[config.mk]
export PLATFORM = sky130hd
export DESIGN_NAME = ddr2_state_command_control
export DESIGN_NICKNAME = d
export VERILOG_FILES = /design/src/core/ddr2_ctl_pkg.sv /design/src/core/ddr2_ctl_sync.sv /design/src/core/ddr2_state_command_control.sv
export SDC_FILE = /design/constraint.sdc
export NUM_CORES = 1
export LEC_CHECK = 0
export ABC_AREA = 1
export ABC_CLOCK_PERIOD_IN_PS = 3030
export BUFFER_PORTS_ARGS = -buffer_cell sky130_fd_sc_hd__buf_2
export CAP_MARGIN = 20
export CORE_MARGIN = 3
export CORE_UTILIZATION = 55
export DETAILED_ROUTE_END_ITERATION = 12
export PLACE_DENSITY_LB_ADDON = 0.15
export SETUP_SLACK_MARGIN = 0.02
export SLEW_MARGIN = 20
export SYNTH_ARGS = -nofsm -noshare
export SYNTH_HDL_FRONTEND = slang
export SYNTH_SLANG_ARGS = --single-unit
[constraint.sdc]
create_clock -name mclk_in -period 3.03 [get_ports mclk_in]
set_input_delay 0.606 -clock mclk_in [delete_from_list [all_inputs] [get_ports mclk_in]]
set_output_delay 0.606 -clock mclk_in [all_outputs]
set_load 0.02 [all_outputs]
[src/core/ddr2_ctl_pkg.sv]
// Package for the DDR2 state and command control block
// Assumes a single 125 MHz clock domain and an Avalon-MM register slave
package ddr2_ctl_pkg;
   localparam int unsigned ADDR_W          = 8;
   localparam logic [7:0]  OFS_STATE_CMD   = 8'h04;
   localparam logic [7:0]  OFS_MODE_VAL01  = 8'h08;
   localparam logic [7:0]  OFS_MODE_VAL23  = 8'h0C;
   localparam logic [7:0]  OFS_IRQ_STATUS  = 8'h20;
   localparam logic [7:0]  OFS_IRQ_ENABLE  = 8'h24;
   localparam logic [7:0]  OFS_IRQ_CLEAR   = 8'h28;

   localparam int unsigned BIT_INIT        = 0;
   localparam int unsigned BIT_MRS         = 1;
   localparam int unsigned BIT_SRF_ENTER   = 2;
   localparam int unsigned BIT_SRF_EXIT    = 3;
   localparam int unsigned BIT_TGT_LO      = 4;
   localparam int unsigned BIT_INIT_OK     = 8;
   localparam int unsigned BIT_INIT_STATE  = 9;
   localparam int unsigned BIT_SRF_STATE   = 10;
   localparam int unsigned BIT_MC_Q_EMPTY  = 14;
   localparam int unsigned BIT_BUS_Q_EMPTY = 15;
   localparam int unsigned BIT_WARM        = 24;

   // Interrupt status layout: one sticky bit per completed command
   localparam int unsigned IRQ_W           = 5;
   localparam int unsigned IRQ_INIT        = 0;
   localparam int unsigned IRQ_MRS         = 1;
   localparam int unsigned IRQ_SRF_ENTER   = 2;
   localparam int unsigned IRQ_SRF_EXIT    = 3;
   localparam int unsigned IRQ_WARM        = 4;

   localparam logic [1:0]  TGT_MR          = 2'h0;
   localparam logic [1:0]  TGT_EMR1        = 2'h1;
   localparam logic [1:0]  TGT_EMR2        = 2'h2;
   localparam logic [1:0]  TGT_EMR3        = 2'h3;
   localparam int unsigned MODE_W          = 14;
   localparam logic [13:0] DLL_RESET_MASK  = 14'h0100;

   // Sequencer timing
   localparam int unsigned CLK_MHZ         = 125;
   localparam int unsigned T_INIT_US       = 200;
   localparam int unsigned INIT_CYC        = T_INIT_US * CLK_MHZ;
   localparam int unsigned T_MRD_NS        = 16;
   localparam int unsigned MRD_CYC         = (T_MRD_NS * CLK_MHZ + 999) / 1000;
   localparam int unsigned T_XSR_NS        = 200;
   localparam int unsigned XSR_CYC         = (T_XSR_NS * CLK_MHZ + 999) / 1000;
   localparam int unsigned SRF_CYC         = 4;
   localparam int unsigned CNT_W           = 16;

   localparam logic [2:0]  DDR_CMD_NOP     = 3'h7;
   localparam logic [2:0]  DDR_CMD_MRS     = 3'h0;
   localparam logic [2:0]  DDR_CMD_REF     = 3'h1;
   localparam logic [2:0]  DDR_CMD_PRE     = 3'h2;

   typedef enum logic [2:0] {
      ST_IDLE,
      ST_INIT,
      ST_MRS,
      ST_SRF_ENTER,
      ST_SELF_REFRESH,
      ST_SRF_EXIT,
      ST_WARM
   } seq_state_t;
endpackage

[src/core/ddr2_ctl_sync.sv]
// Three-stage synchroniser for one level from outside the clock domain
// Assumes the level is stable for at least three clock periods per change
`timescale 1ns/1ps
module ddr2_ctl_sync
#(
   parameter logic RST_VAL = 1'b0
)
(
   input  wire logic mclk_in,
   input  wire logic arst_n_in,
   input  wire logic async_in,
   output logic      level_out
);
   logic s1_r;
   logic s2_r;
   logic s3_r;

   always_ff @(posedge mclk_in or negedge arst_n_in)
   begin
      if (!arst_n_in)
      begin
         s1_r      <= RST_VAL;
         s2_r      <= RST_VAL;
         s3_r      <= RST_VAL;
         level_out <= RST_VAL;
      end
      else
      begin
         s1_r <= async_in;
         s2_r <= s1_r;
         s3_r <= s2_r;
         // A change counts only once the last two stages agree
         if (s2_r == s3_r)
            level_out <= s3_r;
      end
   end
endmodule

[src/core/ddr2_state_command_control.sv]
// State and command control sequencer for a DDR2 memory controller
// Assumes Avalon-MM master on mclk_in; queue-empty and PHY calibration status come from other clock domains
`timescale 1ns/1ps
module ddr2_state_command_control
import ddr2_ctl_pkg::*;
#(
   parameter int unsigned INIT_CYCLES = ddr2_ctl_pkg::INIT_CYC
)
(
   input  wire logic                           mclk_in,
   input  wire logic                           arst_n_in,
   input  wire logic [ddr2_ctl_pkg::ADDR_W-1:0] avs_address_in,
   input  wire logic                           avs_read_in,
   input  wire logic                           avs_write_in,
   input  wire logic [31:0]                    avs_writedata_in,
   input  wire logic [3:0]                     avs_byteenable_in,
   output logic [31:0]                         avs_readdata_out,
   output logic                                avs_waitrequest_out,
   input  wire logic                           bus_q_empty_in,
   input  wire logic                           mc_q_empty_in,
   output logic                                phy_cal_start_out,
   input  wire logic                           phy_cal_done_in,
   output logic [2:0]                          ddr_cmd_out,
   output logic [1:0]                          ddr_ba_out,
   output logic [ddr2_ctl_pkg::MODE_W-1:0]     ddr_addr_out,
   output logic                                ddr_cke_out,
   output logic                                irq_out
);
   import ddr2_ctl_pkg::*;

   seq_state_t        state_r;
   logic [CNT_W-1:0]  cnt_r;
   logic [31:0]       init_cnt_r;
   logic              init_done_r;
   logic              cal_done_seen_r;
   logic              cmd_init_r;
   logic              cmd_mrs_r;
   logic              cmd_srf_in_r;
   logic              cmd_srf_out_r;
   logic              cmd_warm_r;
   logic [1:0]        tgt_r;
   logic [MODE_W-1:0] mode_val_r [4];
   logic              init_ok_r;
   logic              srf_flag_r;
   logic [IRQ_W-1:0]  irq_stat_r;
   logic [IRQ_W-1:0]  irq_en_r;
   logic [IRQ_W-1:0]  done_evt;
   logic              ack_r;
   logic              bus_q_empty_s;
   logic              mc_q_empty_s;
   logic              cal_done_s;
   logic              wr_go;
   logic              rd_go;
   logic              cmd_busy;

   ddr2_ctl_sync #(.RST_VAL(1'b1)) u_sync_busq
   (
      .mclk_in   (mclk_in),
      .arst_n_in (arst_n_in),
      .async_in  (bus_q_empty_in),
      .level_out (bus_q_empty_s)
   );

   ddr2_ctl_sync #(.RST_VAL(1'b1)) u_sync_mcq
   (
      .mclk_in   (mclk_in),
      .arst_n_in (arst_n_in),
      .async_in  (mc_q_empty_in),
      .level_out (mc_q_empty_s)
   );

   ddr2_ctl_sync #(.RST_VAL(1'b0)) u_sync_cal
   (
      .mclk_in   (mclk_in),
      .arst_n_in (arst_n_in),
      .async_in  (phy_cal_done_in),
      .level_out (cal_done_s)
   );

   // One wait state per access: waitrequest drops in the cycle after a request appears
   // Read data is loaded as the request is first seen so it stands while waitrequest is low
   assign wr_go    = avs_write_in && ack_r;
   assign rd_go    = avs_read_in && !ack_r;
   assign cmd_busy = cmd_init_r | cmd_mrs_r | cmd_srf_in_r | cmd_srf_out_r | cmd_warm_r;

   always_ff @(posedge mclk_in or negedge arst_n_in)
   begin
      if (!arst_n_in)
      begin
         ack_r               <= 1'b0;
         avs_waitrequest_out <= 1'b1;
      end
      else
      begin
         ack_r               <= (avs_read_in || avs_write_in) && !ack_r;
         avs_waitrequest_out <= !((avs_read_in || avs_write_in) && !ack_r);
      end
   end

   // Command bits: write one sets, write zero ignored; completion clears
   always_ff @(posedge mclk_in or negedge arst_n_in)
   begin
      if (!arst_n_in)
      begin
         cmd_init_r    <= 1'b0;
         cmd_mrs_r     <= 1'b0;
         cmd_srf_in_r  <= 1'b0;
         cmd_srf_out_r <= 1'b0;
         cmd_warm_r    <= 1'b0;
         tgt_r         <= TGT_MR;
      end
      else
      begin
         if (done_evt[IRQ_INIT])
            cmd_init_r <= 1'b0;
         if (done_evt[IRQ_MRS])
            cmd_mrs_r <= 1'b0;
         if (done_evt[IRQ_SRF_ENTER])
            cmd_srf_in_r <= 1'b0;
         if (done_evt[IRQ_SRF_EXIT])
            cmd_srf_out_r <= 1'b0;
         if (done_evt[IRQ_WARM])
            cmd_warm_r <= 1'b0;
         // New commands are taken only while no command bit is set so a running one stays visible as busy
         if (wr_go && avs_address_in == OFS_STATE_CMD && !cmd_busy)
         begin
            if (avs_byteenable_in[0])
            begin
               tgt_r <= avs_writedata_in[BIT_TGT_LO+:2];
               // Init wins if software breaks the one-command discipline
               if (avs_writedata_in[BIT_INIT])
                  cmd_init_r <= 1'b1;
               else if (avs_writedata_in[BIT_MRS])
                  cmd_mrs_r <= 1'b1;
               else if (avs_writedata_in[BIT_SRF_ENTER])
                  cmd_srf_in_r <= 1'b1;
               else if (avs_writedata_in[BIT_SRF_EXIT])
                  cmd_srf_out_r <= 1'b1;
            end
            if (avs_byteenable_in[3] && avs_writedata_in[BIT_WARM] && !(avs_byteenable_in[0]
                && |avs_writedata_in[BIT_SRF_EXIT:BIT_INIT]))
               cmd_warm_r <= 1'b1;
         end
      end
   end

   // Mode values, two per word in the low and high halves
   always_ff @(posedge mclk_in or negedge arst_n_in)
   begin
      if (!arst_n_in)
      begin
         for (int i = 0; i < 4; i++)
            mode_val_r[i] <= '0;
      end
      else if (wr_go && (avs_address_in == OFS_MODE_VAL01 || avs_address_in == OFS_MODE_VAL23))
      begin
         if (avs_byteenable_in[0] && avs_byteenable_in[1])
            mode_val_r[{avs_address_in == OFS_MODE_VAL23, 1'b0}] <= avs_writedata_in[MODE_W-1:0];
         if (avs_byteenable_in[2] && avs_byteenable_in[3])
            mode_val_r[{avs_address_in == OFS_MODE_VAL23, 1'b1}] <= avs_writedata_in[16+:MODE_W];
      end
   end

   // Sequencer
   always_ff @(posedge mclk_in or negedge arst_n_in)
   begin
      if (!arst_n_in)
      begin
         state_r           <= ST_IDLE;
         cnt_r             <= '0;
         init_cnt_r        <= '0;
         init_done_r       <= 1'b0;
         cal_done_seen_r   <= 1'b0;
         init_ok_r         <= 1'b0;
         srf_flag_r        <= 1'b0;
         phy_cal_start_out <= 1'b0;
         ddr_cmd_out       <= DDR_CMD_NOP;
         ddr_ba_out        <= 2'h0;
         ddr_addr_out      <= '0;
         ddr_cke_out       <= 1'b0;
         done_evt          <= '0;
      end
      else
      begin
         done_evt    <= '0;
         ddr_cmd_out <= DDR_CMD_NOP;
         unique case (state_r)
            ST_IDLE:
            begin
               if (cmd_init_r && !done_evt[IRQ_INIT])
               begin
                  state_r           <= ST_INIT;
                  init_cnt_r        <= '0;
                  init_done_r       <= 1'b0;
                  cal_done_seen_r   <= 1'b0;
                  init_ok_r         <= 1'b0;
                  phy_cal_start_out <= 1'b1;
                  ddr_cke_out       <= 1'b0;
               end
               else if (cmd_mrs_r && !done_evt[IRQ_MRS])
               begin
                  state_r      <= ST_MRS;
                  cnt_r        <= CNT_W'(MRD_CYC);
                  ddr_cmd_out  <= DDR_CMD_MRS;
                  ddr_ba_out   <= tgt_r;
                  ddr_addr_out <= mode_val_r[tgt_r];
               end
               else if (cmd_srf_in_r && !done_evt[IRQ_SRF_ENTER] && !srf_flag_r)
               begin
                  state_r     <= ST_SRF_ENTER;
                  cnt_r       <= CNT_W'(SRF_CYC);
                  ddr_cmd_out <= DDR_CMD_REF;
                  ddr_cke_out <= 1'b0;
               end
               else if (cmd_srf_in_r && !done_evt[IRQ_SRF_ENTER])
                  done_evt[IRQ_SRF_ENTER] <= 1'b1;
               else if (cmd_srf_out_r && !done_evt[IRQ_SRF_EXIT])
                  done_evt[IRQ_SRF_EXIT] <= 1'b1;
               else if (cmd_warm_r && !done_evt[IRQ_WARM])
               begin
                  // Memory assumed parked in self-refresh; just wake it
                  state_r     <= ST_WARM;
                  cnt_r       <= CNT_W'(XSR_CYC);
                  ddr_cke_out <= 1'b1;
               end
            end
            ST_INIT:
            begin
               phy_cal_start_out <= 1'b0;
               if (cal_done_s)
                  cal_done_seen_r <= 1'b1;
               if (!init_done_r)
               begin
                  init_cnt_r <= init_cnt_r + 32'h1;
                  if (init_cnt_r == INIT_CYCLES / 2)
                     ddr_cke_out <= 1'b1;
                  if (init_cnt_r == INIT_CYCLES - 3)
                     ddr_cmd_out <= DDR_CMD_PRE;
                  if (init_cnt_r == INIT_CYCLES - 2)
                  begin
                     ddr_cmd_out  <= DDR_CMD_MRS;
                     ddr_ba_out   <= TGT_MR;
                     // DLL reset forced regardless of the programmed value
                     ddr_addr_out <= mode_val_r[TGT_MR] | DLL_RESET_MASK;
                  end
                  if (init_cnt_r == INIT_CYCLES - 1)
                     init_done_r <= 1'b1;
               end
               if (init_done_r && (cal_done_seen_r || cal_done_s))
               begin
                  init_ok_r          <= 1'b1;
                  srf_flag_r         <= 1'b0;
                  done_evt[IRQ_INIT] <= 1'b1;
                  state_r            <= ST_IDLE;
               end
            end
            ST_MRS, ST_SRF_ENTER, ST_WARM:
            begin
               cnt_r <= cnt_r - CNT_W'(1);
               if (cnt_r == CNT_W'(1))
               begin
                  state_r <= (state_r == ST_SRF_ENTER) ? ST_SELF_REFRESH : ST_IDLE;
                  if (state_r == ST_MRS)
                     done_evt[IRQ_MRS] <= 1'b1;
                  else if (state_r == ST_SRF_ENTER)
                  begin
                     srf_flag_r              <= 1'b1;
                     done_evt[IRQ_SRF_ENTER] <= 1'b1;
                  end
                  else
                  begin
                     srf_flag_r         <= 1'b0;
                     init_ok_r          <= 1'b1;
                     done_evt[IRQ_WARM] <= 1'b1;
                  end
               end
            end
            ST_SELF_REFRESH:
            begin
               if (cmd_srf_out_r)
               begin
                  state_r     <= ST_SRF_EXIT;
                  cnt_r       <= CNT_W'(XSR_CYC);
                  ddr_cke_out <= 1'b1;
               end
               // Entry requested while already parked completes at once instead of hanging
               else if (cmd_srf_in_r && !done_evt[IRQ_SRF_ENTER])
                  done_evt[IRQ_SRF_ENTER] <= 1'b1;
               else if (cmd_init_r || cmd_warm_r)
                  state_r <= ST_IDLE;
            end
            ST_SRF_EXIT:
            begin
               cnt_r <= cnt_r - CNT_W'(1);
               if (cnt_r == CNT_W'(1))
               begin
                  srf_flag_r             <= 1'b0;
                  done_evt[IRQ_SRF_EXIT] <= 1'b1;
                  state_r                <= ST_IDLE;
               end
            end
            default:
               state_r <= ST_IDLE;
         endcase
      end
   end

   // Interrupts: a set in the same cycle as a clear wins
   always_ff @(posedge mclk_in or negedge arst_n_in)
   begin
      if (!arst_n_in)
      begin
         irq_stat_r <= '0;
         irq_en_r   <= '0;
         irq_out    <= 1'b0;
      end
      else
      begin
         if (wr_go && avs_address_in == OFS_IRQ_ENABLE && avs_byteenable_in[0])
            irq_en_r <= avs_writedata_in[IRQ_W-1:0];
         if (wr_go && avs_address_in == OFS_IRQ_CLEAR && avs_byteenable_in[0])
            irq_stat_r <= (irq_stat_r & ~avs_writedata_in[IRQ_W-1:0]) | done_evt;
         else
            irq_stat_r <= irq_stat_r | done_evt;
         irq_out <= |(irq_stat_r & irq_en_r);
      end
   end

   // Read data; unmapped and write-only addresses read zero
   always_ff @(posedge mclk_in or negedge arst_n_in)
   begin
      if (!arst_n_in)
         avs_readdata_out <= '0;
      else if (rd_go)
      begin
         avs_readdata_out <= '0;
         unique case (avs_address_in)
            OFS_STATE_CMD:
            begin
               avs_readdata_out[BIT_INIT]        <= cmd_init_r;
               avs_readdata_out[BIT_MRS]         <= cmd_mrs_r;
               avs_readdata_out[BIT_SRF_ENTER]   <= cmd_srf_in_r;
               avs_readdata_out[BIT_SRF_EXIT]    <= cmd_srf_out_r;
               avs_readdata_out[BIT_TGT_LO+:2]   <= tgt_r;
               avs_readdata_out[BIT_INIT_OK]     <= init_ok_r;
               avs_readdata_out[BIT_INIT_STATE]  <= (state_r == ST_INIT);
               avs_readdata_out[BIT_SRF_STATE]   <= srf_flag_r;
               avs_readdata_out[BIT_MC_Q_EMPTY]  <= mc_q_empty_s;
               avs_readdata_out[BIT_BUS_Q_EMPTY] <= bus_q_empty_s;
               avs_readdata_out[BIT_WARM]        <= cmd_warm_r;
            end
            OFS_MODE_VAL01:
               avs_readdata_out <= {2'h0, mode_val_r[1], 2'h0, mode_val_r[0]};
            OFS_MODE_VAL23:
               avs_readdata_out <= {2'h0, mode_val_r[3], 2'h0, mode_val_r[2]};
            OFS_IRQ_STATUS:
               avs_readdata_out[IRQ_W-1:0] <= irq_stat_r;
            OFS_IRQ_ENABLE:
               avs_readdata_out[IRQ_W-1:0] <= irq_en_r;
            default:
               avs_readdata_out <= '0;
         endcase
      end
   end
endmodule

==> impl_metrics.env <==
export IMPL_cts_hold_buf=0
export IMPL_status="complete, no violations"
export IMPL_grt_setup_unrepaired="false"
export IMPL_finalSetupViolCount=0
export IMPL_seqPwrFrac_pct=52.2
export IMPL_ff2ff_path_depth=8
export IMPL_clock_power_share_pct=40.7
export IMPL_fin_area_um2=11700
export IMPL_cp_arrival_ns=2.40
export IMPL_drtIter0Drc=752
export IMPL_synth_async_reset_ratio_pct=100
export IMPL_syn_to_final_growth_pct=11.9
export IMPL_post_cts_buffers=0
export IMPL_ios=106
export IMPL_tightestPinTransition_ns=0.937
export IMPL_grt_start_max_net_pins=81
export IMPL_final_util_pct=63.9
export IMPL_placed_cells=1696
export IMPL_crit_required_ns=3.34
export IMPL_synth_cells=1396
export IMPL_synthFlopType="dfrtp_1"
export IMPL_power_mw=5.33
export IMPL_syn_cell_area_um2=10400
export IMPL_p_leak_nw=5.81
export IMPL_gr_usage_met2_pct=43.8
export IMPL_root_buffer="clkbuf_16"
export IMPL_core_um2=18300
export IMPL_cts_made_buffers=17
export IMPL_avgSynthCellArea_um2=7.47
export IMPL_wire_per_inst_um=15.4
export IMPL_startpoint_type="flip-flop"
export IMPL_fmax_mhz=480
export IMPL_vias=9391
export IMPL_yosysWarningCount=0
export IMPL_die_height_um=144
export IMPL_cts_resized=0
export IMPL_nFillCells=1615
export IMPL_synth_edf_count=0
export IMPL_h_tree_depth=4
export IMPL_p_comb_share_pct=7.1
export IMPL_drtPass1Iterations=5
export IMPL_crit_path_end_kind="flip-flop"
export IMPL_antenna_left=0
export IMPL_p_int_mw=3.95
export IMPL_via_per_inst=5.43
export IMPL_grtUsageMet1_pct=36.2
export IMPL_slew_headroom_pct=37.6
export IMPL_rr_startpoint="state_r[1]$_DFFE_PN0P_"
export IMPL_ir_worst_vdd_mv=0.396
export IMPL_met3_usage_pct=3.76
export IMPL_grt_pass1_vias=8860
export IMPL_cts_tree="done"
export IMPL_drc_errors=0
export IMPL_drive_above_1_share_pct=13.4
export IMPL_grt_usage_pct=26.7
export IMPL_ys_ff_latch=199
export IMPL_antenna_found_initial=1
export IMPL_worstSkewPairLatency_ns=0.44
export IMPL_finClkSkew_ns=0.0113
export IMPL_initial_core_util_pct=57.1
export IMPL_finalWeightedCongestion=0.917
export IMPL_final_nets=1543
export IMPL_crit_type="flip-flop to flip-flop"
export IMPL_clk_pin_slew_ns=0.08
export IMPL_grt_pass1_wl_um=43900
export IMPL_grt_overflow=0
export IMPL_period_needed_ns=2.09
export IMPL_ys_types=45
export IMPL_synth_seq_area_share_pct=47.9
export IMPL_switching_share_pct=25.8
export IMPL_final_cell_count_no_fill=1728
export IMPL_io_buffer_count=99
export IMPL_die_area_um2=20700
export IMPL_hold_class="input pin to asynchronous set/reset pin"
export IMPL_power_density_nw_per_um2=457
export IMPL_p_sw_mw=1.38
export IMPL_wl_um=26600
export IMPL_clock_sinks=199
export IMPL_worst_r2r_setup_slack_ns=0.94
export IMPL_diodes=0
export IMPL_finalSetupTns_ns=0
export IMPL_die_x_um=144
export IMPL_clockBufferDepth=2
export IMPL_dp_hpwl_um=19200
export IMPL_cp_max_fo=35
export IMPL_cap_violations=0
export IMPL_timing_rr_end="init_cnt_r[9]$_DFFE_PN0P_"
export IMPL_num_rows=49
export IMPL_min_period_over_period_pct=68.8
export IMPL_drv_slew=0
export IMPL_grt_most_used_layer="met2"
export IMPL_hold_viol_final=0
export IMPL_postPlaceCellArea_um2=11100
## power groups by stage
stage	sequential, mW	clock (mW)	combinational (mW)
after detailed placement	2.83	0	0.383
final	2.78	2.17	0.378
after floorplan	2.90	0	0.115
after global routing	2.79	2.31	0.423
after global placement	2.83	0	0.380
after CTS	2.78	2.20	0.384
## sequential cells by signal, summed over array words and instances (netlist names), 2 cells and up
name and flops:
avs_readdata_out 30, cnt_r 16, ddr_addr_out 14, ddr_ba_out 2
ddr_cmd_out 3, done_evt 5, init_cnt_r 32, irq_en_r 5
irq_stat_r 5, mode_val_r 56, state_r 3, tgt_r 2
## cells by family after synthesis
family	count (synthesis)	synth area share [%]
adder cells (fa/ha/maj)	9	1.01
flip-flops	199	47.9
AND/OR/NAND/NOR	765	31.4
other	1	0.0359
XOR/XNOR	5	0.420
buffers and inverters	201	8.14
AO/OA/AOI/OAI	216	11.1
## metrics by stage
step | hold WS [ns] | worst slack, ns
floorplan | 0.310 | 1.31
global placement | 0.335 | 0.740
detailed placement | 0.343 | 0.703
CTS | 0.233 | 0.974
global route | 0.244 | 0.690
finish | 0.198 | 0.945
## layout by cell type (no fill, tap or decap), types with 6 or more instances in the layout
cell type    n
nand2_1    431
dfrtp_1    187
nor2_1     164
inv_1      151
o21ai_0    124
nand3_1     99
buf_2       98
a21oi_1     47
a31oi_1     18
nand4_1     17
clkbuf_16   17
buf_4       15
nor3_1      12
o21ai_1     12
dfstp_2     12
nor2_4       9
nand2_4      8
inv_6        7
ha_1         6
## metal layers
metal	routed length, um	vias up
met5	13	-
met4	801	2
met3	1400	47
met2	12700	277
met1	11600	4419
li1	-	4646
## worst max path at each step
stage | to | slack [ns] | cells after the start | startpoint
after floorplan | mode_val_r[12]$_DFFE_PN0P_ | 1.31 | 9 | avs_address_in[1]
after global placement | tgt_r[1]$_DFFE_PN0P_ | 0.74 | 9 | avs_address_in[0]
after detailed placement | tgt_r[0]$_DFFE_PN0P_ | 0.70 | 9 | avs_address_in[0]
after CTS | init_cnt_r[9]$_DFFE_PN0P_ | 0.97 | 8 | state_r[1]$_DFFE_PN0P_
after global routing | init_cnt_r[9]$_DFFE_PN0P_ | 0.69 | 8 | state_r[1]$_DFFE_PN0P_
final | init_cnt_r[9]$_DFFE_PN0P_ | 0.94 | 8 | state_r[1]$_DFFE_PN0P_
## critical path: stages, from the launching register on
cell,delay [ns]
dfrtp_1,0.49
inv_2,0.17
nand2_4,0.07
nor2_4,0.19
nand2_4,0.20
nand2_4,0.35
nand2_1,0.16
o21ai_0,0.23
a21boi_1,0.09
## area by class of cell
type	count	area, um2	share of cell area (%)
clock buffer	18	439	3.76
multi-input combinational	997	4600	39.4
inverter	155	582	4.99
clock inverter	14	111	0.954
timing repair buffer	116	657	5.63
tap	229	287	2.46
sequential	199	4990	42.8
## cell usage after synthesis (2+ instances only)
cell | count | share of area [%]
a31oi_1 | 18 | 1.1
or2_2 | 3 | 0.18
inv_2 | 4 | 0.14
buf_2 | 19 | 0.91
nor2_4 | 8 | 0.86
nand3b_1 | 5 | 0.36
a21oi_1 | 47 | 2.3
buf_6 | 7 | 0.76
buf_4 | 5 | 0.36
nand4_1 | 17 | 1.0
ha_1 | 6 | 0.72
a211oi_1 | 2 | 0.14
xor2_1 | 4 | 0.34
nor2_2 | 5 | 0.30
nand2_4 | 8 | 0.86
nor3_1 | 12 | 0.58
nand2_2 | 4 | 0.24
o211ai_1 | 5 | 0.36
nand3_2 | 2 | 0.19
clkbuf_1 | 14 | 0.50
nand4_2 | 2 | 0.24
nor2_1 | 165 | 5.9
inv_1 | 151 | 5.4
maj3_1 | 3 | 0.29
nand3_1 | 99 | 4.7
o21ai_1 | 12 | 0.58
nand2_1 | 431 | 16
o21ai_0 | 124 | 5.9
dfstp_2 | 12 | 3.0
dfrtp_1 | 187 | 45
Power figures use the tool's default switching activity.
